**src/verilog/lpts_pkg.sv**
```systemverilog
// Package of constants and types for the line power transfer sequencer
package lpts_pkg;
  // Transfer mode encodings
  localparam logic [1:0] MODE_OFF = 2'h0;
  localparam logic [1:0] MODE_SIG_TRIP = 2'h1;
  localparam logic [1:0] MODE_SIG_FREQ = 2'h2;
  localparam logic [1:0] MODE_SIG_TRIP_FREQ = 2'h3;
  localparam logic [1:0] MODE_RESET = MODE_OFF;
  // Frequency in units of 0.01 Hz
  localparam int FREQ_W = 16;
  localparam logic [15:0] SWITCH_FREQ_RESET = 16'h1770;
  // Hold times in units of 0.1 s
  localparam int HOLD_W = 16;
  localparam logic [15:0] HOLD_RESET = 16'h0000;
  localparam int CLK_HZ = 25000000;
  localparam int TICK_MS = 100;
  localparam int TICK_CYCLES = CLK_HZ / 1000 * TICK_MS;
  // APB register byte offsets
  localparam logic [7:0] REG_MODE = 8'h00;
  localparam logic [7:0] REG_FREQ = 8'h04;
  localparam logic [7:0] REG_HOLD_DRV = 8'h08;
  localparam logic [7:0] REG_HOLD_PRE = 8'h0C;
  localparam logic [7:0] REG_HOLD_APPLY = 8'h10;
  localparam logic [7:0] REG_STATUS = 8'h14;
  typedef enum logic [2:0] {
    ST_DRIVE, ST_RAMP, ST_PRE, ST_MAINS, ST_BACK_WAIT
  } lpts_state_t;
endpackage

```
**src/verilog/lpts_sequencer.sv**
```systemverilog
// Drive-to-mains transfer sequencer with APB registers
//
// Overview of operation
// - Mode register picks off or one of three triggers; frozen while running.
// - When enabled, trip, frequency or input moves motor to mains.
// - Output frequency reaching switching frequency starts the transfer.
// - Transfer input forces speed ramp to switching frequency, then transfer.
// - Input release starts drive hold timer; expiry returns motor to drive.
// - Drive output applied only after its own hold time.
// - Mains applied only after the pre-apply hold time, except when input returns during the drive hold.
// - Mains held applied for the apply hold time, except when input returns during the drive hold.
// - Two contactor outputs reroute motor between drive and mains.
// - Switching frequency resets to 60.00 Hz.
`timescale 1ns/1ns
`default_nettype none
module lpts_sequencer
  import lpts_pkg::*;
#(
  parameter int TICK_DIV = TICK_CYCLES
) (
  input wire logic sys_clk,
  input wire logic rst,
  input wire logic [7:0] paddr,
  input wire logic psel,
  input wire logic penable,
  input wire logic pwrite,
  input wire logic [31:0] pwdata,
  output logic [31:0] prdata,
  output logic pready,
  output logic pslverr,
  input wire logic driveRunning,
  input wire logic driveTrip,
  input wire logic [15:0] outputFreq,
  input wire logic transferInput,
  output logic forceSwitchFreq,
  output logic contactor_output_one,
  output logic contactor_output_two
);
  // ----------------------------------------
  // Register file
  // ----------------------------------------
  logic [1:0] modeQ_q, modeQ_d;
  logic [15:0] freq_q, freq_d;
  logic [15:0] holdDrv_q, holdDrv_d;
  logic [15:0] holdPre_q, holdPre_d;
  logic [15:0] holdApp_q, holdApp_d;
  logic [31:0] prdata_d;
  logic wrEn, rdEn, mapped;
  lpts_state_t state_q, state_d;
  logic [15:0] cnt_q, cnt_d;
  logic tick;

  assign wrEn = psel && penable && pwrite;
  assign rdEn = psel && !penable && !pwrite;
  assign pready = 1'b1;
  assign mapped = (paddr == REG_MODE) || (paddr == REG_FREQ) ||
    (paddr == REG_HOLD_DRV) || (paddr == REG_HOLD_PRE) ||
    (paddr == REG_HOLD_APPLY) || (paddr == REG_STATUS);
  assign pslverr = psel && penable && !mapped;

  always_comb begin
    modeQ_d = modeQ_q;
    freq_d = freq_q;
    holdDrv_d = holdDrv_q;
    holdPre_d = holdPre_q;
    holdApp_d = holdApp_q;
    if (wrEn) begin
      unique case (paddr)
        // Changing the mode under a running motor is ignored
        REG_MODE: if (!driveRunning) modeQ_d = pwdata[1:0];
        REG_FREQ: freq_d = pwdata[15:0];
        REG_HOLD_DRV: holdDrv_d = pwdata[15:0];
        REG_HOLD_PRE: holdPre_d = pwdata[15:0];
        REG_HOLD_APPLY: holdApp_d = pwdata[15:0];
        default: ;
      endcase
    end
    prdata_d = prdata;
    if (rdEn) begin
      unique case (paddr)
        REG_MODE: prdata_d = {30'h0, modeQ_q};
        REG_FREQ: prdata_d = {16'h0, freq_q};
        REG_HOLD_DRV: prdata_d = {16'h0, holdDrv_q};
        REG_HOLD_PRE: prdata_d = {16'h0, holdPre_q};
        REG_HOLD_APPLY: prdata_d = {16'h0, holdApp_q};
        REG_STATUS: prdata_d = {26'h0, forceSwitchFreq,
          contactor_output_two, contactor_output_one, 3'(state_q)};
        default: prdata_d = 32'h0;
      endcase
    end
  end

  always_ff @(posedge sys_clk or posedge rst) begin
    if (rst) begin
      modeQ_q <= MODE_RESET;
      freq_q <= SWITCH_FREQ_RESET;
      holdDrv_q <= HOLD_RESET;
      holdPre_q <= HOLD_RESET;
      holdApp_q <= HOLD_RESET;
      prdata <= 32'h0;
    end else begin
      modeQ_q <= modeQ_d;
      freq_q <= freq_d;
      holdDrv_q <= holdDrv_d;
      holdPre_q <= holdPre_d;
      holdApp_q <= holdApp_d;
      prdata <= prdata_d;
    end
  end

  // ----------------------------------------
  // Hold timer base
  // ----------------------------------------
  lpts_tick_div #(.DIV(TICK_DIV)) uDiv (
    .sys_clk(sys_clk),
    .rst(rst),
    .tick(tick)
  );

  // ----------------------------------------
  // Sequencer
  // ----------------------------------------
  logic tripEn, freqEn, atFreq, expired;
  assign tripEn = (modeQ_q == MODE_SIG_TRIP) ||
    (modeQ_q == MODE_SIG_TRIP_FREQ);
  assign freqEn = (modeQ_q == MODE_SIG_FREQ) ||
    (modeQ_q == MODE_SIG_TRIP_FREQ);
  assign atFreq = outputFreq >= freq_q;
  assign expired = (cnt_q == 16'h0);

  always_comb begin
    state_d = state_q;
    cnt_d = (tick && !expired) ? cnt_q - 16'h1 : cnt_q;
    unique case (state_q)
      ST_DRIVE: begin
        if (modeQ_q != MODE_OFF) begin
          if ((tripEn && driveTrip) || (freqEn && atFreq)) begin
            state_d = ST_PRE;
            cnt_d = holdPre_q;
          end else if (transferInput) begin
            state_d = ST_RAMP;
          end
        end
      end
      ST_RAMP: begin
        if (atFreq || (tripEn && driveTrip)) begin
          state_d = ST_PRE;
          cnt_d = holdPre_q;
        end else if (!transferInput) begin
          state_d = ST_DRIVE;
        end
      end
      ST_PRE: begin
        // Both contactors open while the pre-apply hold runs; leaving
        // only on a tick after zero keeps each hold at least as set, except mains re-entry from ST_BACK_WAIT, which loads zero
        if (expired && tick) begin
          state_d = ST_MAINS;
          cnt_d = holdApp_q;
        end
      end
      ST_MAINS: begin
        // Mains stays for the apply hold, none after a return from the drive hold; return only on input release
        if (expired && tick && !transferInput && !driveTrip) begin
          state_d = ST_BACK_WAIT;
          cnt_d = holdDrv_q;
        end
      end
      ST_BACK_WAIT: begin
        if (transferInput) begin
          state_d = ST_MAINS;
          cnt_d = 16'h0;
        end else if (expired && tick) begin
          state_d = ST_DRIVE;
        end
      end
      default: state_d = ST_DRIVE;
    endcase
  end

  always_ff @(posedge sys_clk or posedge rst) begin
    if (rst) begin
      state_q <= ST_DRIVE;
      cnt_q <= 16'h0;
    end else begin
      state_q <= state_d;
      cnt_q <= cnt_d;
    end
  end

  // Outputs decoded from state only, so they can never overlap
  always_ff @(posedge sys_clk or posedge rst) begin
    if (rst) begin
      contactor_output_one <= 1'b1;
      contactor_output_two <= 1'b0;
      forceSwitchFreq <= 1'b0;
    end else begin
      contactor_output_one <= (state_d == ST_DRIVE) ||
        (state_d == ST_RAMP);
      contactor_output_two <= (state_d == ST_MAINS);
      forceSwitchFreq <= (state_d == ST_RAMP);
    end
  end

  // ----------------------------------------
  // Checks
  // ----------------------------------------
  property p_excl;
    @(posedge sys_clk) disable iff (rst)
      !(contactor_output_one && contactor_output_two);
  endproperty
  a_excl: assert property (p_excl)
    else $error("both contactors on");
  property p_freq_reset;
    @(posedge sys_clk) $fell(rst) |-> freq_q == SWITCH_FREQ_RESET;
  endproperty
  a_freq_reset: assert property (p_freq_reset)
    else $error("bad freq");
  property p_mode_frozen;
    @(posedge sys_clk) disable iff (rst)
      driveRunning |=> $stable(modeQ_q);
  endproperty
  a_mode_frozen: assert property (p_mode_frozen)
    else $error("mode moved");
  property p_trigger;
    @(posedge sys_clk) disable iff (rst)
      (state_q == ST_DRIVE && freqEn && atFreq) |=> state_q == ST_PRE;
  endproperty
  a_trigger: assert property (p_trigger) else $error("no transfer");
  property p_trip;
    @(posedge sys_clk) disable iff (rst)
      (state_q == ST_DRIVE && tripEn && driveTrip) |=> state_q == ST_PRE;
  endproperty
  a_trip: assert property (p_trip) else $error("trip ignored");
  property p_ramp;
    @(posedge sys_clk) disable iff (rst)
      (state_q == ST_DRIVE && modeQ_q != MODE_OFF && transferInput &&
        !driveTrip && !atFreq) |=> forceSwitchFreq;
  endproperty
  a_ramp: assert property (p_ramp) else $error("no ramp force");
  property p_pre_open;
    @(posedge sys_clk) disable iff (rst)
      (state_q == ST_PRE && !expired) |=> !contactor_output_two;
  endproperty
  a_pre_open: assert property (p_pre_open)
    else $error("mains early");
  property p_back;
    @(posedge sys_clk) disable iff (rst)
      (state_q == ST_BACK_WAIT && !expired) |=> !contactor_output_one;
  endproperty
  a_back: assert property (p_back) else $error("drive early");
  property p_hold_mains;
    @(posedge sys_clk) disable iff (rst)
      (state_q == ST_MAINS && !expired) |=> state_q == ST_MAINS;
  endproperty
  a_hold_mains: assert property (p_hold_mains)
    else $error("mains left");
  c_pre: cover property (@(posedge sys_clk) state_q == ST_PRE);
  c_mains: cover property (@(posedge sys_clk) state_q == ST_MAINS);
  c_back: cover property (@(posedge sys_clk) state_q == ST_BACK_WAIT);
endmodule
`default_nettype wire

```
**src/verilog/lpts_tick_div.sv**
```systemverilog
// Divider giving a one-cycle tick every tick period
`timescale 1ns/1ns
`default_nettype none
module lpts_tick_div
  import lpts_pkg::*;
#(
  parameter int DIV = TICK_CYCLES
) (
  input wire logic sys_clk,
  input wire logic rst,
  output logic tick
);
  // ----------------------------------------
  // Counter
  // ----------------------------------------
  logic [31:0] cnt_q;
  logic [31:0] cnt_d;
  // A divide below one has no tick to give, so refuse it at elaboration
  if (DIV < 1) begin : gDivCheck
    $error("lpts_tick_div: DIV must be positive");
  end
  always_comb begin
    if (cnt_q >= 32'(DIV - 1)) begin
      cnt_d = 32'h0;
    end else begin
      cnt_d = cnt_q + 32'h1;
    end
  end
  always_ff @(posedge sys_clk or posedge rst) begin
    if (rst) begin
      cnt_q <= 32'h0;
    end else begin
      cnt_q <= cnt_d;
    end
  end
  assign tick = (cnt_q >= 32'(DIV - 1));
endmodule
`default_nettype wire

```
**config.mk**
```make
export PLATFORM = sky130hd
export DESIGN_NAME = lpts_sequencer
export DESIGN_NICKNAME = d
export VERILOG_FILES = /design/src/verilog/lpts_pkg.sv /design/src/verilog/lpts_sequencer.sv /design/src/verilog/lpts_tick_div.sv
export SDC_FILE = /design/constraint.sdc
export NUM_CORES = 1
export LEC_CHECK = 0
export ABC_CLOCK_PERIOD_IN_PS = 4200
export BUFFER_PORTS_ARGS = -buffer_cell sky130_fd_sc_hd__buf_2
export CORE_UTILIZATION = 50
export DETAILED_ROUTE_END_ITERATION = 7
export PLACE_DENSITY_LB_ADDON = 0.05
export SETUP_SLACK_MARGIN = 0.5
export SLEW_MARGIN = 10
export SYNTH_ARGS = -nofsm -noshare
export SYNTH_HDL_FRONTEND = slang
export SYNTH_HIERARCHICAL = 1
export SYNTH_SLANG_ARGS = --single-unit
```
**constraint.sdc**
```tcl
create_clock -name sys_clk -period 4.2 [get_ports sys_clk]
set_clock_uncertainty 0.15 [all_clocks]
set_input_delay 0.42 -clock sys_clk [delete_from_list [all_inputs] [get_ports sys_clk]]
set_output_delay 0.42 -clock sys_clk [all_outputs]
set_load 0.02 [all_outputs]
```
# Word level (Yosys, flattened, before mapping)
# Cells that the tools add are included.
# totals
register_bits	152
latch_bits	0
mem_bits_rw	0
romBits	0
out_inout_bits	37
word_cells	88
mem_count	0
# op_classes
n_addsub	2
mul	0
div	0
n_lt_le_gt_ge	2
n_eq_ne	14
shift	0
muxes	20
bitwise	1
reduce_logical	37
# ops
op	count
$mux W16	7
$pmux W16 S6	1
$pmux W16 S5	1
$add A32 B1 Y32 const B	1
$ge A32 B22 Y1 const B	1
$mux W32	1
$mux W3	9
$eq A8 B4 Y1 const B	2
$eq A8 B5 Y1 const B	2
$ge A16 B16 Y1	1
$logic_not A16 Y1	1
$sub A16 B1 Y16 const B	1
$pmux W3 S5	1
$logic_and A1 B1 Y1	11
$logic_or A1 B1 Y1	10
$eq A3 B2 Y1 const B	3
$eq A8 B3 Y1 const B	1
$logic_not A8 Y1	1
$reduce_and A2 Y1	4
$eq A3 B1 Y1 const B	2
$logic_not A1 Y1	6
$logic_not A3 Y1	2
$eq A2 B2 Y1 const B	2
$eq A3 B3 Y1 const B	1
other kinds (4)	4

# Logic depth before layout (Yosys ltp)
# Gate-level depths: netlist of the first run.
# logic_depth
word_depth	9
depth_mapped	12
ltp_nobuf	10

# Modules after synthesis
# Netlist of the first run, hierarchy kept.
# by_module_without_submodules
module	n_inst	cells_per_inst	area_per_inst_um2	seq_area_each_um2
lpts_sequencer	1	527	5771.8	2612.5
lpts_tick_div	1	145	1631.6	800.8

# Least setup slack after synthesis of the first run
# No wires, ideal clock.
# synth_timing
kind	register to register
start	register uDiv.cnt_q[6]
end	register cnt_q[6] (netlist name)
setup_time_ns	0.126
t_arrival_ns	2.480
t_required_ns	3.924
slack_ns	1.444
stages_incl_launch_ff	10
period_less_slack_ns	2.756
path_cell_list	dfrtp_1 -> or2_2 -> a2111o_1 -> a41o_1 -> or2_1 -> nor4b_4 -> nand3b_2 -> clkbuf_1 -> nor2_1 -> a221o_1
# synth_lines
item	line_no	text
start: declaration	lpts_tick_div.sv:16	logic [31:0] cnt_q;
start signal: assignment	lpts_tick_div.sv:33	cnt_q <= cnt_d;

# Final worst setup path of the first run
# layout_timing
start	register uDiv.cnt_q[0]
end	register contactor_output_one
# layout_via
elab_chain_cells	8
# layout_rtl
item	line_no	text
$ge A32 B22 Y1 *	lpts_tick_div.sv:36	assign tick = (cnt_q >= 32'(DIV - 1));
via tick	lpts_sequencer.sv:51	logic tick;
$logic_and A1 B1 Y1 *	lpts_sequencer.sv:156, lpts_sequencer.sv:163, lpts_sequencer.sv:172	
$logic_and A1 B1 Y1 (2 in series)	lpts_sequencer.sv:163	if (expired && tick && !transferInput && !driveTrip) begin
$mux W3	lpts_sequencer.sv:163	
$pmux W3 S5 *	lpts_sequencer.sv:134	unique case (state_q)
via state_d[2]	lpts_sequencer.sv:49	lpts_state_t state_q, state_d;
$eq A3 B1 Y1 or $logic_not A3 Y1 (tied branches)	lpts_sequencer.sv:198, lpts_sequencer.sv:197	
$logic_or A1 B1 Y1 *	lpts_sequencer.sv:197	contactor_output_one <= (state_d == ST_DRIVE) ||
end signal: assignment	lpts_sequencer.sv:197	
end: declaration	lpts_sequencer.sv:36	output logic contactor_output_one,
# Mark *: on every way through the listed nets, which the timed path passes. The rest lies on a longest branch.
# A chain may end at the register's enable or synchronous reset.

==> flow_summary.html, run 1 <==
<table>
<tr><th>Metric</th><th>Value</th></tr>
<tr><th colspan="2">Outcome</th></tr>
<tr><td>Outcome</td><td>finished clean</td></tr>
<tr><th colspan="2">STA</th></tr>
<tr><td>Setup repair after global routing missed its margin</td><td>false</td></tr>
<tr><td>Final Setup Violations</td><td>0</td></tr>
<tr><td>Fin. max-slew vios</td><td>0</td></tr>
<tr><td>Minimum hold slack</td><td>0.129 ns</td></tr>
<tr><td>Clock period minus worst slack</td><td>3.32 ns</td></tr>
<tr><td>Worst-Margin Slew</td><td>1.00 ns</td></tr>
<tr><td>Relative max-transition margin</td><td>33.3%</td></tr>
<tr><td>Final number of hold-violating endpoints</td><td>0</td></tr>
<tr><td>Final period utilization</td><td>79.0%</td></tr>
<tr><td>Setup TNS after final layout</td><td>0 ns</td></tr>
<tr><td>FMAX</td><td>301 MHz</td></tr>
<tr><td>Worst setup slack after layout</td><td>0.881 ns</td></tr>
<tr><th colspan="2">Placement</th></tr>
<tr><td>Weighted congestion at the end of routability-driven global placement</td><td>0.825</td></tr>
<tr><td>Port Buf Inserts</td><td>67</td></tr>
<tr><td>Setup Slack @ Placement</td><td>0.866 ns</td></tr>
<tr><td>Total placed instance area</td><td>around 0.008 mm^2</td></tr>
<tr><td>Post-detail-place hpwl</td><td>12.1 mm</td></tr>
<tr><th colspan="2">Worst setup path</th></tr>
<tr><td>Nature of the critical path startpoint</td><td>register</td></tr>
<tr><td>Worst path arrival time</td><td>~3.5 ns</td></tr>
<tr><td>Top fanout value on the critical path</td><td>18</td></tr>
<tr><td>Data required time at the worst endpoint</td><td>4.37 ns</td></tr>
<tr><td>Crit Path Category</td><td>reg -&gt; reg</td></tr>
<tr><td>Critical path endpoint category</td><td>register</td></tr>
<tr><th colspan="2">Clock tree</th></tr>
<tr><td>Clock latency reported for the late side of the worst-skew pair</td><td>0.41 ns</td></tr>
<tr><td>Number of buffers inserted during clock tree synthesis</td><td>17</td></tr>
<tr><td>Buffers inserted by post-CTS timing repair</td><td>0</td></tr>
<tr><td>Sinks on the clock net</td><td>136</td></tr>
<tr><td>Clock Pin Slew Worst Setup and Hold Paths</td><td>0.06 ns</td></tr>
<tr><td>Root buffer cell</td><td>clkbuf_16</td></tr>
<tr><td>Clock tree from TritonCTS</td><td>done</td></tr>
<tr><td>Number of buffers on the longest clock path</td><td>2</td></tr>
<tr><td>Number of levels the H-tree was split into</td><td>4</td></tr>
<tr><th colspan="2">Floorplanning</th></tr>
<tr><td>Area of the die</td><td>about 0.015 mm^2</td></tr>
<tr><td>Starting Density</td><td>51.1%</td></tr>
<tr><td>Core region area</td><td>0.0145 mm^2</td></tr>
<tr><td>Number of rows created at floorplan</td><td>44</td></tr>
<tr><td>IO Count</td><td>101</td></tr>
<tr><td>Die span in x</td><td>~120 um</td></tr>
<tr><td>DIE HEIGHT</td><td>124 um</td></tr>
<tr><th colspan="2">Global routing</th></tr>
<tr><td>Global Route Usage Sum</td><td>24.1%</td></tr>
<tr><td>Number of global-route vias before repair</td><td>roughly 5.4k</td></tr>
<tr><td>GRT Residual Overflow</td><td>0</td></tr>
<tr><td>Number of antenna violations at the first check in global routing</td><td>0</td></tr>
<tr><td>Pin count of the biggest net entering global routing</td><td>74</td></tr>
<tr><td>First-pass GRT wire length</td><td>27.8 mm</td></tr>
<tr><th colspan="2">Drt</th></tr>
<tr><td>Vias</td><td>5344</td></tr>
<tr><td>Routed wire length</td><td>17.2 mm</td></tr>
<tr><td>Number of iterations in the first detailed-routing pass</td><td>5</td></tr>
<tr><td>Met1 wire length</td><td>8.10 mm</td></tr>
<tr><td>Met3 wire len</td><td>460 um</td></tr>
<tr><td>Remaining design rule violation count</td><td>0</td></tr>
<tr><td>Remaining antenna violation count</td><td>0</td></tr>
<tr><td>Starting DRT DRC Count</td><td>307</td></tr>
<tr><td>Routed length on met2</td><td>around 8.5 mm</td></tr>
<tr><td>Top metal layer carrying routed signals</td><td>met4</td></tr>
<tr><td>Vias per cell</td><td>5.67</td></tr>
<tr><td>Routed wirelength normalized by instance count</td><td>18.2 um</td></tr>
<tr><th colspan="2">Synth</th></tr>
<tr><td>Yosys cell types</td><td>slightly below 70</td></tr>
<tr><td>Fraction of synthesis flops using an asynchronous set or reset pin</td><td>100%</td></tr>
<tr><td>Synth Flop Type</td><td>dfrtp_1</td></tr>
<tr><td>Netlist Area Pre-Place</td><td>0.00740 mm^2</td></tr>
<tr><td>Flops &amp; latches, synth</td><td>136</td></tr>
<tr><td>YS warnings</td><td>6</td></tr>
<tr><td>Avg Inst Size Synth</td><td>11.0 um^2</td></tr>
<tr><td>Sequential share of the synthesized area</td><td>46.1%</td></tr>
<tr><td>Post-synthesis cell count</td><td>roughly 670</td></tr>
<tr><td>Number of enable-type register cells in the synthesized netlist</td><td>0</td></tr>
<tr><th colspan="2">Min path</th></tr>
<tr><td>Worst min-delay path category</td><td>in -&gt; reg</td></tr>
<tr><th colspan="2">Pwr</th></tr>
<tr><td>P_int</td><td>2.67 mW</td></tr>
<tr><td>Share of power burned in the clock network</td><td>between 40% and 50%</td></tr>
<tr><td>Net switching share of the total power</td><td>26.6%</td></tr>
<tr><td>Sw power</td><td>about 0.97 mW</td></tr>
<tr><td>Fraction of power consumed by combinational cells</td><td>13.6%</td></tr>
<tr><td>Leakage</td><td>3.83 nW</td></tr>
<tr><td>Part of the total power dissipated in sequential elements</td><td>42.6%</td></tr>
<tr><td>IR Drop Worst-Case VDD</td><td>0.332 mV</td></tr>
<tr><td>Power density over cell area</td><td>approximately 430 mW/mm^2</td></tr>
<tr><th colspan="2">Finish</th></tr>
<tr><td>Antenna diodes</td><td>0</td></tr>
<tr><td>Post-route design area</td><td>around 0.0085 mm^2</td></tr>
<tr><td>Commonest cells after routing, fill and taps aside</td><td>128 x dfrtp_1, 67 x buf_2, 56 x mux2_2</td></tr>
<tr><td>Area Overhead vs Synth</td><td>14.8%</td></tr>
<tr><td>Ratio of cells with drive above 1 in the final layout</td><td>29.5%</td></tr>
<tr><td>NumNets Final</td><td>between 800 and 900</td></tr>
<tr><td>Most common library cell in the layout ignoring fill and taps</td><td>dfrtp_1</td></tr>
<tr><td>Count of filler cells inserted in the layout</td><td>~1.2k</td></tr>
<tr><td>Layout Utilization</td><td>slightly below 60%</td></tr>
<tr><th colspan="2">Flow run</th></tr>
<tr><td>Number of max-cap violations</td><td>0</td></tr>
</table>
path summary, 6_finish.rpt:
path	start	slack, ns	to	depth (start not counted)
worst max-delay path	uDiv/cnt_q[0]$_DFF_PP0_	0.88	contactor_output_one$_DFF_PP1_	10
worst min-delay path	transferInput	0.13	state_q[2]$_DFF_PP0_	2
worst max register to register	uDiv/cnt_q[0]$_DFF_PP0_	0.88	contactor_output_one$_DFF_PP1_	10
worst min register to register	prdata[4]$_DFFE_PP0P_	0.33	prdata[4]$_DFFE_PP0P_	2
max in group asynchronous	rst	2.27	freq_q[12]$_DFFE_PP1P_	4
min in group asynchronous	rst	0.50	uDiv/cnt_q[10]$_DFF_PP0_	4
power by group through the flow:
stage	sequential, mW	clock (mW)	combinational [mW]
6_report	1.55	1.59	0.493
3_5_place_dp	1.57	0	0.492
5_1_grt	1.57	1.67	0.549
4_1_cts	1.55	1.61	0.499
3_3_place_gp	1.56	0	0.478
2_1_floorplan	1.52	0	0.399
repair_timing:
action,4_1_cts,5_1_grt
resized for setup,0,0
hold buffers,1,0
setup endpoints to repair,0,0
endpoints found under the hold margin,32,0
critical path, cell delays in order (launching register included):
cell      delay (ns)
dfrtp_1         0.40
ha_1            0.22
and4_1          0.37
nand4_1         0.18
a21oi_2         0.18
or2_1           0.20
nor4b_4         0.36
nand3b_2        0.44
or3b_1          0.48
a21oi_1         0.18
nor4_1          0.07
metrics by stage:
| stage | power [mW] | instances |
|---|---|---|
| after floorplan | 1.92 | 696 |
| after global placement | 2.04 | 910 |
| after detailed placement | 2.06 | 910 |
| after CTS | 3.66 | 943 |
| after global routing | 3.79 | 943 |
| final | 3.63 | 943 |
Yosys cell counts (17+ instances only):
cell type,number,share of area (%)
nand2_1,37,1.9
nor2_1,47,2.4
buf_4,20,2.0
ha_1,19,3.2
mux2i_1,17,2.3
inv_1,23,1.2
dfrtp_1,128,43
o21ai_0,24,1.6
nor2b_1,17,1.4
a21oi_1,30,2.0
mux2_2,56,8.5
final cells by class:
| type | count | area (um^2) | area share [%] |
|---|---|---|---|
| clock buffer | 20 | 457 | 5.37 |
| clock inverter | 12 | 175 | 2.06 |
| inverter | 23 | 88.8 | 1.05 |
| multi-input combinational | 487 | 3690 | 43.4 |
| sequential | 136 | 3410 | 40.2 |
| tap | 184 | 230 | 2.71 |
| timing repair buffer | 81 | 443 | 5.21 |
sequential cells by signal (all words and copies together), names as in the netlist:
| register | flops |
|---|---|
| holdApp_q | 16 |
| uDiv/cnt_q | 32 |
| contactor_output_two | 1 |
| modeQ_q | 2 |
| cnt_q | 16 |
| prdata | 16 |
| forceSwitchFreq | 1 |
| holdPre_q | 16 |
| contactor_output_one | 1 |
| holdDrv_q | 16 |
| state_q | 3 |
| freq_q | 16 |
cell families (layout without fill, tap and decap cells):
kind of cell / after synthesis / after routing / share of synthesized area, %
and+or+nand+nor: 213 / 213 / 17.5
DFF: 136 / 136 / 46.1
AOI/OAI and AO/OA: 119 / 119 / 11.8
muxes: 83 / 83 / 12.8
buffers and inverters: 73 / 136 / 5.29
xor gates and xnor gates: 26 / 26 / 3.08
adders and majority gates: 19 / 19 / 3.21
other: 3 / 27 / 0.152
metal layers:
metal	global-route usage (%)	vias to the layer above
li1	-	2568
met1	31.5	2654
met2	40.6	112
met3	4.40	10
met4	6.93	0
met5	0	-
Note: power is estimated with default switching activity, not from simulation.
==> run 2: changes to the inputs <==
--- a/config.mk
+++ b/config.mk
@@ -5,7 +5,7 @@
 export SDC_FILE = /design/constraint.sdc
 export NUM_CORES = 1
 export LEC_CHECK = 0
-export ABC_CLOCK_PERIOD_IN_PS = 4200
+export ABC_CLOCK_PERIOD_IN_PS = 3000
 export BUFFER_PORTS_ARGS = -buffer_cell sky130_fd_sc_hd__buf_2
 export CORE_UTILIZATION = 50
 export DETAILED_ROUTE_END_ITERATION = 7
==> constraint.sdc (replaced) <==
create_clock -name sys_clk -period 3 [get_ports sys_clk]
set_clock_uncertainty 0.15 [all_clocks]
set_input_delay 0.3 -clock sys_clk [delete_from_list [all_inputs] [get_ports sys_clk]]
set_output_delay 0.3 -clock sys_clk [all_outputs]
set_load 0.02 [all_outputs]
==> flow_summary.html, run 2 (synthesized netlist as in run 1, its figures left out) <==
<table>
<tr><th>Metric</th><th>Value</th></tr>
<tr><th colspan="2">Placement</th></tr>
<tr><td>Post-detail-place hpwl</td><td>12.6 mm (+4.6%)</td></tr>
<tr><td>Cells after DPL</td><td>923 (+1.4%)</td></tr>
<tr><td>Weighted congestion at the end of routability-driven global placement</td><td>0.869 (+5.3%)</td></tr>
<tr><td>Port Buf Inserts</td><td>67 (unchanged)</td></tr>
<tr><td>Total placed instance area</td><td>0.00803 mm^2 (+2.2%)</td></tr>
<tr><th colspan="2">Worst setup path</th></tr>
<tr><td>Most frequent cell on the critical path</td><td>or2_4</td></tr>
<tr><td>Maximum cell stage delay along the critical path</td><td>0.43 ns (-0.05 ns)</td></tr>
<tr><td>Critical path endpoint category</td><td>register</td></tr>
<tr><td>Top fanout value on the critical path</td><td>8 (-10)</td></tr>
<tr><td>Cell with the largest stage delay on the worst path</td><td>a2111o_1</td></tr>
<tr><td>Data required time at the worst endpoint</td><td>3.15 ns (-1.22 ns)</td></tr>
<tr><td>Crit-path cells</td><td>or2_4 -&gt; a2111o_1 -&gt; a41o_1 -&gt; or2_4 -&gt; nor4b_4 -&gt; buf_4 -&gt; nand3b_4 -&gt; buf_8 -&gt; nor2_1 -&gt; a221o_1</td></tr>
<tr><td>Crit Path Category</td><td>reg -&gt; reg</td></tr>
<tr><td>Nature of the critical path startpoint</td><td>register</td></tr>
<tr><td>Worst path arrival time</td><td>2.87 ns (-0.62 ns)</td></tr>
<tr><th colspan="2">Finish</th></tr>
<tr><td>Commonest cells after routing, fill and taps aside</td><td>126 x dfrtp_1, 67 x buf_2, 56 x mux2_2</td></tr>
<tr><td>Post-route design area</td><td>0.00908 mm^2 (+6.8%)</td></tr>
<tr><td>Ratio of cells with drive above 1 in the final layout</td><td>36.9% (+7.4 points)</td></tr>
<tr><td>Count of filler cells inserted in the layout</td><td>1159 (-6.2%)</td></tr>
<tr><td>Area Overhead vs Synth</td><td>22.7%</td></tr>
<tr><td>Non-filler instance count after layout</td><td>981 (+4.0%)</td></tr>
<tr><td>Most common library cell in the layout ignoring fill and taps</td><td>dfrtp_1</td></tr>
<tr><td>Register ranked first by flip-flop count</td><td>uDiv/cnt_q</td></tr>
<tr><td>NumNets Final</td><td>867 (+4.6%)</td></tr>
<tr><td>Multi-input combinational cell area</td><td>0.00391 mm^2 (+6.0%)</td></tr>
<tr><td>Largest register FFs</td><td>32 (unchanged)</td></tr>
<tr><td>Total area of sequential cells</td><td>0.00342 mm^2 (about the same)</td></tr>
<tr><td>Antenna diodes</td><td>0 (unchanged)</td></tr>
<tr><th colspan="2">Flow run</th></tr>
<tr><td>Number of max-cap violations</td><td>0 (unchanged)</td></tr>
<tr><th colspan="2">Floorplanning</th></tr>
<tr><td>Core region area</td><td>0.0145 mm^2 (unchanged)</td></tr>
<tr><td>Area of the die</td><td>0.0153 mm^2 (unchanged)</td></tr>
<tr><td>Number of rows created at floorplan</td><td>44 (unchanged)</td></tr>
<tr><td>Die span in x</td><td>124 um (unchanged)</td></tr>
<tr><td>DIE HEIGHT</td><td>124 um (unchanged)</td></tr>
<tr><td>IO Count</td><td>101 (unchanged)</td></tr>
<tr><td>Starting Density</td><td>51.1% (unchanged)</td></tr>
<tr><th colspan="2">Clock tree</th></tr>
<tr><td>Number of buffers inserted during clock tree synthesis</td><td>17 (unchanged)</td></tr>
<tr><td>Clock latency reported for the late side of the worst-skew pair</td><td>0.42 ns (about the same)</td></tr>
<tr><td>Clock Pin Slew Worst Setup and Hold Paths</td><td>0.06 ns (about the same)</td></tr>
<tr><td>Root buffer cell</td><td>clkbuf_16</td></tr>
<tr><td>Number of buffers on the longest clock path</td><td>2 (unchanged)</td></tr>
<tr><td>Clock tree from TritonCTS</td><td>done</td></tr>
<tr><td>Sinks on the clock net</td><td>136 (unchanged)</td></tr>
<tr><td>Number of levels the H-tree was split into</td><td>4 (unchanged)</td></tr>
<tr><th colspan="2">Outcome</th></tr>
<tr><td>Outcome</td><td>finished clean</td></tr>
<tr><th colspan="2">STA</th></tr>
<tr><td>Final number of hold-violating endpoints</td><td>0 (unchanged)</td></tr>
<tr><td>Setup TNS after final layout</td><td>0 ns (unchanged)</td></tr>
<tr><td>FMAX</td><td>368 MHz (+22%)</td></tr>
<tr><td>Worst-Margin Slew</td><td>0.665 ns (-0.335 ns)</td></tr>
<tr><td>Fin. max-slew vios</td><td>0 (unchanged)</td></tr>
<tr><td>Minimum hold slack</td><td>0.00930 ns (-0.120 ns)</td></tr>
<tr><td>Clock period minus worst slack</td><td>2.72 ns (-0.602 ns)</td></tr>
<tr><td>Setup repair after global routing missed its margin</td><td>true</td></tr>
<tr><td>Final period utilization</td><td>90.6% (+12 points)</td></tr>
<tr><td>Relative max-transition margin</td><td>55.1% (+22 points)</td></tr>
<tr><td>Final Setup Violations</td><td>0 (unchanged)</td></tr>
<tr><th colspan="2">Drt</th></tr>
<tr><td>Vias</td><td>5642 (+5.6%)</td></tr>
<tr><td>Routed wirelength normalized by instance count</td><td>18.4 um (+0.78%)</td></tr>
<tr><td>Remaining design rule violation count</td><td>0 (unchanged)</td></tr>
<tr><td>Starting DRT DRC Count</td><td>220 (-28%)</td></tr>
<tr><td>Number of iterations in the first detailed-routing pass</td><td>5 (unchanged)</td></tr>
<tr><td>Remaining antenna violation count</td><td>0 (unchanged)</td></tr>
<tr><td>Routed wire length</td><td>18.0 mm (+4.8%)</td></tr>
<tr><td>Vias per cell</td><td>5.75 (+1.5%)</td></tr>
<tr><th colspan="2">Pwr</th></tr>
<tr><td>Share of power burned in the clock network</td><td>42.5% (-1.3 points)</td></tr>
<tr><td>Fraction of power consumed by combinational cells</td><td>15.4% (+1.8 points)</td></tr>
<tr><td>Leakage</td><td>4.09 nW (+6.9%)</td></tr>
<tr><td>Power density over cell area</td><td>562 mW/mm^2 (+31%)</td></tr>
<tr><td>P_int</td><td>3.68 mW (+38%)</td></tr>
<tr><td>Sw power</td><td>1.43 mW (+48%)</td></tr>
<tr><td>Net switching share of the total power</td><td>28.0% (+1.4 points)</td></tr>
<tr><td>Part of the total power dissipated in sequential elements</td><td>42.2% (-0.4 points)</td></tr>
<tr><td>IR Drop Worst-Case VDD</td><td>0.467 mV (+41%)</td></tr>
<tr><th colspan="2">Global routing</th></tr>
<tr><td>Global Route Usage Sum</td><td>25.5% (+1.4 points)</td></tr>
<tr><td>First-pass GRT wire length</td><td>29.2 mm (+5.0%)</td></tr>
<tr><td>Number of global-route vias before repair</td><td>5642 (+3.9%)</td></tr>
<tr><td>Pin count of the biggest net entering global routing</td><td>82 (+11%)</td></tr>
<tr><td>Number of antenna violations at the first check in global routing</td><td>0 (unchanged)</td></tr>
<tr><td>GRT Residual Overflow</td><td>0 (unchanged)</td></tr>
<tr><th colspan="2">Min path</th></tr>
<tr><td>Worst min-delay path category</td><td>in -&gt; reg</td></tr>
</table>
==> run 2: worst max-delay path: cells and delay by family, from the launching register on <==
kind                   cells  cell delay, ns
AO/OA/AOI/OAI              3            0.89
buffers and inverters      2            0.32
flip-flops                 1            0.39
AND/OR/NAND/NOR            5            0.85
==> run 2: timing repair <==
item | in CTS | in global routing
hold buffers | 4 | 0
setup endpoints to repair | 22 | 22
cloned | 1 | 0
gates resized for setup | 23 | 27
pin swaps | 26 | 21
setup buffers | 18 | 3
endpoints found under the hold margin | 56 | 0
==> run 2: layout make-up <==
type / count / share of cell area, %
multi-input combinational: 487 / 43.1
sequential: 136 / 37.6
timing repair buffer: 119 / 9.04
clock buffer: 18 / 4.84
tap: 184 / 2.54
clock inverter: 14 / 1.90
inverter: 23 / 0.992
==> run 2: final timing paths <==
path	startpoint	endpoint	slack, ns	cells past startpoint
min in group asynchronous	rst	cnt_q[2]$_DFF_PP0_	0.33	3
worst max register to register	uDiv/cnt_q[5]$_DFF_PP0_	cnt_q[13]$_DFF_PP0_	0.28	10
worst min register to register	prdata[8]$_DFFE_PP0P_	prdata[8]$_DFFE_PP0P_	0.34	2
max in group asynchronous	rst	freq_q[12]$_DFFE_PP1P_	1.54	4
worst min-delay path	pwdata[14]	freq_q[14]$_DFFE_PP0P_	0.009	2
worst max-delay path	uDiv/cnt_q[5]$_DFF_PP0_	cnt_q[13]$_DFF_PP0_	0.28	10
==> run 2: power groups by stage <==
stage | logic (mW) | clock network, mW | registers [mW]
2_1_floorplan | 0.564 | 0 | 2.13
3_3_place_gp | 0.720 | 0 | 2.17
3_5_place_dp | 0.739 | 0 | 2.17
4_1_cts | 0.783 | 2.20 | 2.15
5_1_grt | 0.884 | 2.28 | 2.17
6_report | 0.785 | 2.17 | 2.15
==> run 2: layer usage <==
layer	GRT usage (%)	share of wire, %
met1	33.6	46
met2	42.5	49
met3	3.66	3.5
met4	9.34	1.6
met5	0	0
==> run 2: metrics by stage <==
| stage | util (%) | power [mW] | setup WS, ns |
|---|---|---|---|
| after floorplan | - | 2.70 | 0.378 |
| final | 62.7 | 5.10 | 0.283 |
| after global placement | 55.4 | 2.89 | 0.168 |
| after detailed placement | 55.4 | 2.91 | 0.128 |
| after CTS | 61.8 | 5.12 | 0.295 |
| after global routing | 62.7 | 5.34 | 0.209 |
